--- src/ese_defs.svh ---
// Constants for the exception syndrome encoder: field positions, codes, register offsets.
// Assumes inclusion by bare name from the package and design files.
`ifndef ESE_DEFS_SVH
`define ESE_DEFS_SVH
`define ESE_IL_BIT 25
`define ESE_SYN_W 25
`define ESE_EC_LSB 26
`define ESE_EC_W 6
`define ESE_EC_UNKNOWN 6'h00
`define ESE_EC_WAIT 6'h01
`define ESE_EC_FPACC 6'h07
`define ESE_PREDICATE_CODE_AL 4'he
`define ESE_REG_PC32 4'hf
`define ESE_REG_ZR 5'h1f
`define ESE_TI_WFI 2'h0
`define ESE_TI_WFE 2'h1
`define ESE_TI_WFIT 2'h2
`define ESE_TI_WFET 2'h3
`define ESE_PV_BIT 24
`define ESE_PC_MSB 23
`define ESE_PC_LSB 20
`define ESE_RN_MSB 9
`define ESE_RN_LSB 5
`define ESE_RV_BIT 2
`define ESE_TI_MSB 1
`define ESE_EL2 2'h2
`define ESE_EL3 2'h3
`define ESE_OFF_SYN_LO 12'h000
`define ESE_OFF_SYN_HI 12'h004
`define ESE_OFF_CTRL 12'h008
`define ESE_OFF_STAT 12'h00c
`define ESE_RESP_OK 2'h0
`define ESE_RESP_SLVERR 2'h2
`define ESE_CTRL_W 3
`endif

--- src/ese_pkg.sv ---
// Types for the exception syndrome encoder.
// Assumes ese_defs.svh is on the include path.
`include "ese_defs.svh"
package ese_pkg;
	typedef enum logic [1:0] {
		ESE_ST_A64 = 2'h0,
		ESE_ST_FIXED32 = 2'h1,
		ESE_ST_COMPACT32 = 2'h2
	} ese_state_e;
	typedef enum logic [2:0] {
		ESE_AX_IDLE = 3'b001,
		ESE_AX_WRESP = 3'b010,
		ESE_AX_RRESP = 3'b100
	} ese_axi_e;
endpackage

--- src/ese_unknown_detect.sv ---
// Detects conditions that raise the unknown-reason class.
// Assumes all inputs are decoded by the core pipeline in the same clock domain.
`timescale 1ns/1ns
`include "ese_defs.svh"
module ese_unknown_detect
	import ese_pkg::*;
(
	// Decode status
	input wire logic i_unallocated,
	input wire logic i_unimplemented,
	input wire logic i_sysreg_denied,
	input wire logic i_debug_state,
	input wire logic i_pattern_bad_for_state,
	input wire logic i_short_vector_fp,
	input wire logic i_fp_access,
	input wire logic i_fp_present,
	// Special instructions
	input wire logic i_hyp_call,
	input wire logic i_hyp_call_disable,
	input wire logic i_hyp_call_enable,
	input wire logic i_monitor_call,
	input wire logic i_monitor_call_disable,
	input wire logic i_halt_instr,
	input wire logic i_halting_enable,
	input wire logic i_sp0_access,
	input wire logic i_stack_select,
	input wire logic i_el12_access,
	input wire logic i_host_extension,
	input wire logic i_dcl_one,
	input wire logic i_dcl_two,
	input wire logic i_dcl_three,
	input wire logic [1:0] i_cur_el,
	input wire logic i_el2_enabled,
	input wire logic i_el3_present,
	input wire logic i_trap_general,
	input wire logic i_secure_debug_disable,
	input wire logic i_trap_to_el3,
	input wire logic i_banked_monitor,
	input wire logic i_monitor_stack_srs,
	input wire logic i_transaction_end,
	input wire logic i_in_transaction,
	input wire logic i_ctrl_bits_fault,
	// Result
	output logic o_unknown
);
	logic dcl_bad;
	always_comb begin
		dcl_bad = i_debug_state & (
			(i_dcl_one & i_trap_general & ~i_el2_enabled) |
			(i_dcl_two & (i_cur_el < `ESE_EL2) & ~i_el2_enabled) |
			(i_dcl_three & (i_secure_debug_disable | ~i_el3_present))); // RULE13
		o_unknown = i_unallocated | i_unimplemented | i_sysreg_denied // RULE8
			| i_pattern_bad_for_state | i_short_vector_fp // RULE9
			| (i_fp_access & ~i_fp_present) // RULE10
			| (i_hyp_call & (i_hyp_call_disable | ~i_hyp_call_enable)) // RULE11
			| (i_monitor_call & i_monitor_call_disable) | (i_halt_instr & ~i_halting_enable) // RULE11
			| (i_sp0_access & ~i_stack_select) | (i_el12_access & ~i_host_extension) // RULE12
			| dcl_bad
			| (i_debug_state & i_secure_debug_disable & i_trap_to_el3 & (i_cur_el != `ESE_EL3)) // RULE14
			| i_banked_monitor | i_monitor_stack_srs // RULE16
			| (i_transaction_end & ~i_in_transaction) // RULE17
			| i_ctrl_bits_fault;
	end
endmodule

--- src/ese_syndrome_encoder.sv ---
// Operation
// RULE1: Bit 25 is instruction width; 16-bit trapped instruction writes zero.
// RULE2: Width bit is one for errors, aborts, alignment, illegal state, most debug.
// RULE3: Class syndrome sits in bits 24..0, layout picked by class.
// RULE4: Register numbers are reported in 64-bit numbering.
// RULE5: Well-defined 32-bit specifier 15 reports register number 31.
// RULE6: Unpredictable specifier 15 reports a usable register or 31.
// RULE7: Unknown class clears bits 24..0 and sets width bit.
// RULE8: Unallocated, unimplemented or denied system access gives unknown class.
// RULE9: Patterns barred in debug state or short vectors give unknown class.
// RULE10: Without vector/FP hardware, such accesses give unknown class.
// RULE11: Disabled hypervisor, monitor or halt instructions give unknown class.
// RULE12: Level-0 stack pointer or alias access when disabled gives unknown.
// RULE13: Debug change-level instructions barred by level config give unknown.
// RULE14: Debug with secure debug off, trap-to-level-3 gives unknown class.
// RULE15: Trap-general redirect of FP-access class to level 2 gives unknown.
// RULE16: Banked moves to monitor registers give unknown class.
// RULE17: Transaction end outside a transaction gives unknown class.
// RULE18: Wait trap bit 24 is predicate valid; one for 64-bit and fixed-width.
// RULE19: Predicate code in bits 23..20; 64-bit state writes 0xe.
// RULE20: Fixed-width reports own condition, or 0xe if unconditional.
// RULE21: Compact set choice selects clear valid or reported condition.
// RULE22: Bits 9..5 hold timed wait register; reserved bits read zero.
// RULE23: Bits 1..0 encode which wait instruction trapped.
// RULE24: Bit 2 flags a valid register field for timed waits.
// RULE25: Width flag and all subfields update in the same cycle.
//
// Syndrome encoder with an AXI4-Lite view of the captured syndrome.
// Assumes the core pulses i_take for one cycle per synchronous exception.
//
// Decided for this implementation: the register offsets and the AXI4-Lite register port.
`timescale 1ns/1ns
`include "ese_defs.svh"
module ese_syndrome_encoder
	import ese_pkg::*;
#(
	parameter bit TIMED_WAIT_SUPPORT = 1'b1,
	parameter bit COMPACT_REPORTS_PREDICATE_CODE = 1'b1
)
(
	// Clock and reset
	input wire logic i_clk,
	input wire logic i_rstn,
	// Exception event
	input wire logic i_take,
	input wire logic [5:0] i_class,
	input wire logic i_instr16,
	input wire logic i_width_forced_one,
	input wire logic [1:0] i_exec_state,
	input wire logic i_route_el2,
	// Wait trap details
	input wire logic [1:0] i_wait_kind,
	input wire logic i_conditional,
	input wire logic [3:0] i_predicate_code,
	input wire logic [4:0] i_wait_reg64,
	input wire logic [3:0] i_wait_reg32,
	input wire logic i_unpredictable,
	// Unknown-reason causes
	input wire logic i_unallocated,
	input wire logic i_unimplemented,
	input wire logic i_sysreg_denied,
	input wire logic i_debug_state,
	input wire logic i_pattern_bad_for_state,
	input wire logic i_short_vector_fp,
	input wire logic i_fp_access,
	input wire logic i_fp_present,
	input wire logic i_hyp_call,
	input wire logic i_hyp_call_disable,
	input wire logic i_hyp_call_enable,
	input wire logic i_monitor_call,
	input wire logic i_monitor_call_disable,
	input wire logic i_halt_instr,
	input wire logic i_halting_enable,
	input wire logic i_sp0_access,
	input wire logic i_stack_select,
	input wire logic i_el12_access,
	input wire logic i_host_extension,
	input wire logic i_dcl_one,
	input wire logic i_dcl_two,
	input wire logic i_dcl_three,
	input wire logic [1:0] i_cur_el,
	input wire logic i_el2_enabled,
	input wire logic i_el3_present,
	input wire logic i_trap_general,
	input wire logic i_secure_debug_disable,
	input wire logic i_trap_to_el3,
	input wire logic i_banked_monitor,
	input wire logic i_monitor_stack_srs,
	input wire logic i_transaction_end,
	input wire logic i_in_transaction,
	input wire logic i_ctrl_bits_fault,
	// Syndrome out
	output logic [31:0] o_syndrome,
	output logic o_syndrome_valid,
	// AXI4-Lite slave
	input wire logic [11:0] s_axi_awaddr,
	input wire logic s_axi_awvalid,
	output logic s_axi_awready,
	input wire logic [31:0] s_axi_wdata,
	input wire logic [3:0] s_axi_wstrb,
	input wire logic s_axi_wvalid,
	output logic s_axi_wready,
	output logic [1:0] s_axi_bresp,
	output logic s_axi_bvalid,
	input wire logic s_axi_bready,
	input wire logic [11:0] s_axi_araddr,
	input wire logic s_axi_arvalid,
	output logic s_axi_arready,
	output logic [31:0] s_axi_rdata,
	output logic [1:0] s_axi_rresp,
	output logic s_axi_rvalid,
	input wire logic s_axi_rready
);
	typedef struct packed {
		logic [63:0] syn;
		logic valid;
		logic [31:0] count;
		logic [`ESE_CTRL_W-1:0] ctrl;
		ese_axi_e wst;
		logic aw_got;
		logic [11:0] awaddr;
		logic w_got;
		logic [31:0] wdata;
		logic [3:0] wstrb;
		logic [1:0] bresp;
		ese_axi_e rst;
		logic [31:0] rdata;
		logic [1:0] rresp;
	} ese_state_s;

	ese_state_s st_reg;
	ese_state_s st_next;
	logic unknown;
	logic [5:0] eff_class;
	logic [24:0] wait_syn;
	logic [24:0] cls_syn;
	logic width_flag;

	function automatic logic [4:0] ese_map_reg(input logic [3:0] r32, input logic unpred);
		// Only the well-defined and the 0x1f choice are produced for specifier 15
		if (r32 == `ESE_REG_PC32) begin
			ese_map_reg = `ESE_REG_ZR; // RULE5 RULE6
		end else begin
			ese_map_reg = {1'b0, r32}; // RULE4
		end
	endfunction

	function automatic logic [3:0] ese_pred_code(input logic predicate_code_instr, input logic [3:0] code);
		// Unconditional instructions report the always code
		if (predicate_code_instr) begin
			ese_pred_code = code;
		end else begin
			ese_pred_code = `ESE_PREDICATE_CODE_AL;
		end
	endfunction

	function automatic logic [31:0] ese_wmask(input logic [31:0] old, input logic [31:0] d, input logic [3:0] s);
		for (int i = 0; i < 4; i++) begin
			old[i*8 +: 8] = s[i] ? d[i*8 +: 8] : old[i*8 +: 8];
		end
		ese_wmask = old;
	endfunction

	ese_unknown_detect u_unknown (
		.i_unallocated(i_unallocated),
		.i_unimplemented(i_unimplemented),
		.i_sysreg_denied(i_sysreg_denied),
		.i_debug_state(i_debug_state),
		.i_pattern_bad_for_state(i_pattern_bad_for_state),
		.i_short_vector_fp(i_short_vector_fp),
		.i_fp_access(i_fp_access),
		.i_fp_present(i_fp_present),
		.i_hyp_call(i_hyp_call),
		.i_hyp_call_disable(i_hyp_call_disable),
		.i_hyp_call_enable(i_hyp_call_enable),
		.i_monitor_call(i_monitor_call),
		.i_monitor_call_disable(i_monitor_call_disable),
		.i_halt_instr(i_halt_instr),
		.i_halting_enable(i_halting_enable),
		.i_sp0_access(i_sp0_access),
		.i_stack_select(i_stack_select),
		.i_el12_access(i_el12_access),
		.i_host_extension(i_host_extension),
		.i_dcl_one(i_dcl_one),
		.i_dcl_two(i_dcl_two),
		.i_dcl_three(i_dcl_three),
		.i_cur_el(i_cur_el),
		.i_el2_enabled(i_el2_enabled),
		.i_el3_present(i_el3_present),
		.i_trap_general(i_trap_general),
		.i_secure_debug_disable(i_secure_debug_disable),
		.i_trap_to_el3(i_trap_to_el3),
		.i_banked_monitor(i_banked_monitor),
		.i_monitor_stack_srs(i_monitor_stack_srs),
		.i_transaction_end(i_transaction_end),
		.i_in_transaction(i_in_transaction),
		.i_ctrl_bits_fault(i_ctrl_bits_fault),
		.o_unknown(unknown)
	);

	// Class selection and syndrome layout
	always_comb begin
		eff_class = i_class;
		if (unknown) begin
			eff_class = `ESE_EC_UNKNOWN;
		end else if (i_trap_general & i_route_el2 & (i_class == `ESE_EC_FPACC)) begin
			eff_class = `ESE_EC_UNKNOWN; // RULE15
		end
		wait_syn = '0; // RULE22
		case (i_exec_state)
			ESE_ST_A64: begin
				wait_syn[`ESE_PV_BIT] = 1'b1; // RULE18
				wait_syn[`ESE_PC_MSB:`ESE_PC_LSB] = `ESE_PREDICATE_CODE_AL; // RULE19
			end
			ESE_ST_FIXED32: begin
				wait_syn[`ESE_PV_BIT] = 1'b1; // RULE18
				wait_syn[`ESE_PC_MSB:`ESE_PC_LSB] = ese_pred_code(i_conditional, i_predicate_code); // RULE20
			end
			default: begin
				// Compact set: condition that applied, always code when unconditional
				wait_syn[`ESE_PV_BIT] = COMPACT_REPORTS_PREDICATE_CODE; // RULE21
				if (COMPACT_REPORTS_PREDICATE_CODE) begin
					wait_syn[`ESE_PC_MSB:`ESE_PC_LSB] = ese_pred_code(i_conditional, i_predicate_code); // RULE21
				end
			end
		endcase
		if (TIMED_WAIT_SUPPORT) begin
			wait_syn[`ESE_TI_MSB:0] = i_wait_kind; // RULE23
			if (i_wait_kind[`ESE_TI_MSB]) begin
				wait_syn[`ESE_RV_BIT] = 1'b1; // RULE24
				if (i_exec_state == ESE_ST_A64) begin
					wait_syn[`ESE_RN_MSB:`ESE_RN_LSB] = i_wait_reg64; // RULE22
				end else begin
					wait_syn[`ESE_RN_MSB:`ESE_RN_LSB] = ese_map_reg(i_wait_reg32, i_unpredictable); // RULE4 RULE22
				end
			end
		end else begin
			wait_syn[0] = i_wait_kind[0]; // RULE23
		end
		case (eff_class)
			`ESE_EC_UNKNOWN: cls_syn = '0; // RULE7
			`ESE_EC_WAIT: cls_syn = wait_syn; // RULE3
			default: cls_syn = '0;
		endcase
		width_flag = ~i_instr16; // RULE1
		if (i_width_forced_one | (eff_class == `ESE_EC_UNKNOWN)) begin
			width_flag = 1'b1; // RULE2 RULE7
		end
	end

	// Next-state logic
	always_comb begin
		st_next = st_reg;
		if (i_take) begin
			st_next.syn[`ESE_EC_LSB +: `ESE_EC_W] = eff_class;
			st_next.syn[`ESE_IL_BIT] = width_flag; // RULE25
			st_next.syn[`ESE_SYN_W-1:0] = cls_syn; // RULE25
			st_next.syn[63:32] = '0;
			st_next.valid = 1'b1;
			st_next.count = st_reg.count + 32'h1;
		end
		// Write channel
		if (st_reg.wst == ESE_AX_IDLE) begin
			if (s_axi_awvalid & ~st_reg.aw_got) begin
				st_next.aw_got = 1'b1;
				st_next.awaddr = s_axi_awaddr;
			end
			if (s_axi_wvalid & ~st_reg.w_got) begin
				st_next.w_got = 1'b1;
				st_next.wdata = s_axi_wdata;
				st_next.wstrb = s_axi_wstrb;
			end
			if (st_reg.aw_got & st_reg.w_got) begin
				st_next.wst = ESE_AX_WRESP;
				st_next.aw_got = 1'b0;
				st_next.w_got = 1'b0;
				st_next.bresp = `ESE_RESP_OK;
				case (st_reg.awaddr)
					// Exception capture wins over a same-cycle write
					`ESE_OFF_SYN_LO: begin
						if (~i_take) begin
							st_next.syn[31:0] = ese_wmask(st_reg.syn[31:0], st_reg.wdata, st_reg.wstrb);
						end
					end
					`ESE_OFF_SYN_HI: begin
						if (~i_take) begin
							st_next.syn[63:32] = ese_wmask(st_reg.syn[63:32], st_reg.wdata, st_reg.wstrb);
						end
					end
					`ESE_OFF_CTRL: begin
						if (st_reg.wstrb[0] & st_reg.wdata[0] & ~i_take) begin
							st_next.valid = 1'b0;
						end
					end
					`ESE_OFF_STAT: begin
					end
					default: st_next.bresp = `ESE_RESP_SLVERR;
				endcase
			end
		end else if (s_axi_bready) begin
			st_next.wst = ESE_AX_IDLE;
		end
		// Read channel
		if (st_reg.rst == ESE_AX_IDLE) begin
			if (s_axi_arvalid) begin
				st_next.rst = ESE_AX_RRESP;
				st_next.rresp = `ESE_RESP_OK;
				case (s_axi_araddr)
					`ESE_OFF_SYN_LO: st_next.rdata = st_reg.syn[31:0];
					`ESE_OFF_SYN_HI: st_next.rdata = st_reg.syn[63:32];
					`ESE_OFF_CTRL: st_next.rdata = 32'h0;
					`ESE_OFF_STAT: st_next.rdata = {st_reg.count[30:0], st_reg.valid};
					default: begin
						st_next.rdata = 32'h0;
						st_next.rresp = `ESE_RESP_SLVERR;
					end
				endcase
			end
		end else if (s_axi_rready) begin
			st_next.rst = ESE_AX_IDLE;
		end
	end

	always_ff @(posedge i_clk or negedge i_rstn) begin
		if (!i_rstn) begin
			st_reg <= '{syn: 64'h0, valid: 1'b0, count: 32'h0, ctrl: '0, wst: ESE_AX_IDLE, aw_got: 1'b0,
				awaddr: 12'h0, w_got: 1'b0, wdata: 32'h0, wstrb: 4'h0, bresp: 2'h0, rst: ESE_AX_IDLE,
				rdata: 32'h0, rresp: 2'h0};
		end else begin
			st_reg <= st_next;
		end
	end

	// Outputs
	assign o_syndrome = st_reg.syn[31:0];
	assign o_syndrome_valid = st_reg.valid;
	assign s_axi_awready = (st_reg.wst == ESE_AX_IDLE) & ~st_reg.aw_got;
	assign s_axi_wready = (st_reg.wst == ESE_AX_IDLE) & ~st_reg.w_got;
	assign s_axi_bvalid = (st_reg.wst == ESE_AX_WRESP);
	assign s_axi_bresp = st_reg.bresp;
	assign s_axi_arready = (st_reg.rst == ESE_AX_IDLE);
	assign s_axi_rvalid = (st_reg.rst == ESE_AX_RRESP);
	assign s_axi_rdata = st_reg.rdata;
	assign s_axi_rresp = st_reg.rresp;
endmodule

--- config.mk ---
export PLATFORM = sky130hd
export DESIGN_NAME = ese_syndrome_encoder
export DESIGN_NICKNAME = d
export VERILOG_FILES = /design/src/ese_pkg.sv /design/src/ese_unknown_detect.sv /design/src/ese_syndrome_encoder.sv
export VERILOG_INCLUDE_DIRS = /design/src
export SDC_FILE = /design/constraint.sdc
export NUM_CORES = 1
export LEC_CHECK = 0
export ABC_AREA = 1
export BUFFER_PORTS_ARGS = -buffer_cell sky130_fd_sc_hd__buf_2
export CORE_ASPECT_RATIO = 0.5
export CORE_MARGIN = 4
export CORE_UTILIZATION = 40
export CTS_BUF_LIST = sky130_fd_sc_hd__clkbuf_8
export CTS_CLUSTER_SIZE = 28
export DETAILED_ROUTE_END_ITERATION = 12
export MAX_ROUTING_LAYER = met4
export SYNTH_ARGS = -nofsm -noshare
export SYNTH_HDL_FRONTEND = slang
export SYNTH_SLANG_ARGS = --single-unit
--- constraint.sdc ---
create_clock -name i_clk -period 3.3 [get_ports i_clk]
set_input_delay 0.495 -clock i_clk [delete_from_list [all_inputs] [get_ports i_clk]]
set_output_delay 0.495 -clock i_clk [all_outputs]
set_load 0.02 [all_outputs]
==> run summary <==
status = completed
number of routed nets with antenna violations = 0
vias post-DR = 8,236
RSZ-0062 raised after global routing = no
Max transition margin = 44.3%
hold path startpoint = s_axi_rready
CTS root buf = clkbuf_8
Layout Cells excl Fill = 1,618
worst path required time = 3.71 ns
Cells after DPL = 1,585
Final Hold Fails = 0
WL met2 = 12.3 mm
Mapped Cells = 1,162
Yosys cell types = 44
Ys Warns = 0
CP max FO = 15
CP max-delay cell = dfstp_2
initial antenna violation count = 0
metal3 WL = 2.35 mm
starting density of the core = 41.3%
routed wire length = 29.3 mm
endpoints failing setup = 0
worst vdd ir = 0.413 mV
GR Overflow Total = 0
Worst Path Class, Setup = reg2reg
CTS tree = built
share of synthesized cell area in and, or, nand and nor gates = 22.0%
max layer used = met4
Yosys reg bits = 184
largest family of logic cells by synthesized area = simple AND/OR/NAND/NOR gates
Hold Crit Class = in2reg
# Post-CTS Setup Buffers = 0
die height = 117 um
post-synthesis compound-gate area fraction = 10.6%
vias in the first global route = 8,000
Die X = 227 um
vias per cell = 5.09
Ports = 204
worst setup path startpoint = st_reg[89]
Max stage delay on crit path = 0.55 ns
Cell Rows = 39
area of the multi-input gates = 3750 um2
Max-Cap Viols = 0
Synth Cell Area = 9570 um2
Worst-Margin Slew = 0.832 ns
Seq/Total Area, Yosys = 48.1%
TritonCTS sink count = 184
adder-cell area share of the yosys netlist = 0.131%
mux share of post-synthesis cell area = 3.53%
largest net degree at the start of global routing = 67
Largest register FFs = 117
number of diodes = 0
most frequent cells in the layout = nand2_1 (293), buf_2 (199), dfrtp_1 (182), inv_1 (155), nor2_1 (84)
core area = 23,200 um2
filler cell count = 2,297
most common cell after layout, fill and taps aside = nand2_1
wl on met1 = 14.3 mm
Max Freq = 395 MHz
worst-path cell chain = inv_1 -> nor2_1 -> nand2_2 -> inv_2 -> nand2_1 -> nor2_2 -> nand2_1 -> inv_1 -> nand2_1 -> o22ai_1
Register Area = 4610 um2
Syn-to-layout area delta = 13.0%
H-tree depth = 4
# nets final = 1,429
reg-to-reg critical path startpoint = st_reg[89]
Mean Syn Cell Area = 8.24 um2
minimum clock period = 2.53 ns
DR WL/cell = 18.1 um
clk slew on worst S/H paths = 0.10 ns
cell mode on critical path = nand2_1
total global-route track usage = 22.8%
setup TNS = 0 ns
crit start category = flop
Lkg Pwr = 5.88 nW
period utilization = 76.7%
layout cells sized above 1 = 22.8%
latest clock arrival within the worst-skew pair = 0.49 ns
1st-iter DRT viols = 732
Hold Slack = 0.192 ns
cts bufs inserted = 17
PD cells = 511 nW/um2
crit end category = flop
die area = 26,600 um2
# DRC = 0
gp weighted congestion = 0.929
first-pass GRT wire length = 45.6 mm
Post-Synth XOR/XNOR Area = 2.75%
CP arrival = 2.94 ns
first-pass iteration count of the detailed router = 5
Clock Tree Buf Depth = 2
final max-slew violation count = 0
hpwl dp = 22.8 mm
PortBufs = 200
clock skew = 0.0145 ns
## Yosys cell counts, drive strengths merged
library cell  count  area (um2)
nand2           295        1110
dfrtp           182        4550
inv             158         593
nor2             92         368
buf              78         559
nand3            72         365
o21ai            63         319
mux2             30         338
xor2             27         236
a21oi            26         130
clkbuf           20        75.1
nor3             18         100
o211ai           15         113
o221ai           15         131
a22o             14         123
nand4            14        87.6
a31oi             7        43.8
nor4              6        52.6
o22ai             5        31.3
a21boi            3        22.5
o31ai             3        27.5
o32ai             3        26.3
or2               3        18.8
xnor2             3        26.3
a22oi             2        15.0
dfstp             2        52.6
o41ai             2        17.5
a211oi            1        7.51
a32oi             1        8.76
conb              1        3.75
ha                1        12.5
## cell families (layout without fill, tap and decap cells)
logic type / Yosys count / after routing
AND/OR/NAND/NOR: 500 / 500
flip-flops: 184 / 184
multiplexers: 30 / 30
AO/OA/AOI/OAI: 160 / 160
other: 1 / 2
XOR/XNOR: 30 / 30
adder cells (fa/ha/maj): 1 / 1
buffers and inverters: 256 / 404
## timing repair
action | CTS | global route
hold buffers | 1 | 0
endpoints found under the hold margin | 4 | 0
gates resized for setup | 0 | 0
## worst paths after layout
check                             endpoint  slack [ns]  cells past startpoint
max                         o_syndrome[17]        0.77                     10
min                             st_reg[36]        0.19                      2
max reg2reg                 o_syndrome[17]        0.77                     10
min reg2reg                s_axi_rdata[13]        0.48                      2
max in group asynchronous   o_syndrome[14]        1.89                      3
min in group asynchronous       st_reg[65]        0.55                      2
## metal layers
metal	vias up	GRT usage, %
met4	0	5.24
li1	3975	-
met5	-	-
met1	3996	33.7
met2	242	31.6
met3	23	5.67
## final cells by class
type,count,area share (%)
Sequential cell,184,42.6
Multi-Input combinational cell,723,34.7
Timing Repair Buffer,214,10.4
Inverter,158,5.49
Tap cell,307,3.55
Clock buffer,18,2.29
Clock inverter,14,0.938
## power by group
part | internal [mW] | switching [mW] | total (mW)
sequential | 2.63 | 0.291 | 2.92
combinational | 0.464 | 0.711 | 1.17
clock | 0.542 | 0.882 | 1.42
total | 3.64 | 1.88 | 5.52
## stage by stage
step | setup WS (ns) | power (mW) | utilization, % | area, um2
floorplan | 1.29 | 3.67 | - | 9570
global placement | 0.874 | 4.09 | 45.1 | 10500
detailed placement | 0.774 | 4.14 | 45.1 | 10500
CTS | 0.760 | 5.55 | 46.6 | 10800
global route | 0.492 | 5.84 | 46.6 | 10800
finish | 0.770 | 5.52 | 46.6 | 10800
## critical path: cells and delay by family (launching register included)
family                 cells  cell delay, ns
buffers and inverters      3            0.66
AND/OR/NAND/NOR            6            1.03
flip-flops                 1            0.55
AO/OA/AOI/OAI              1            0.21
(Power assumes the default switching activity.)
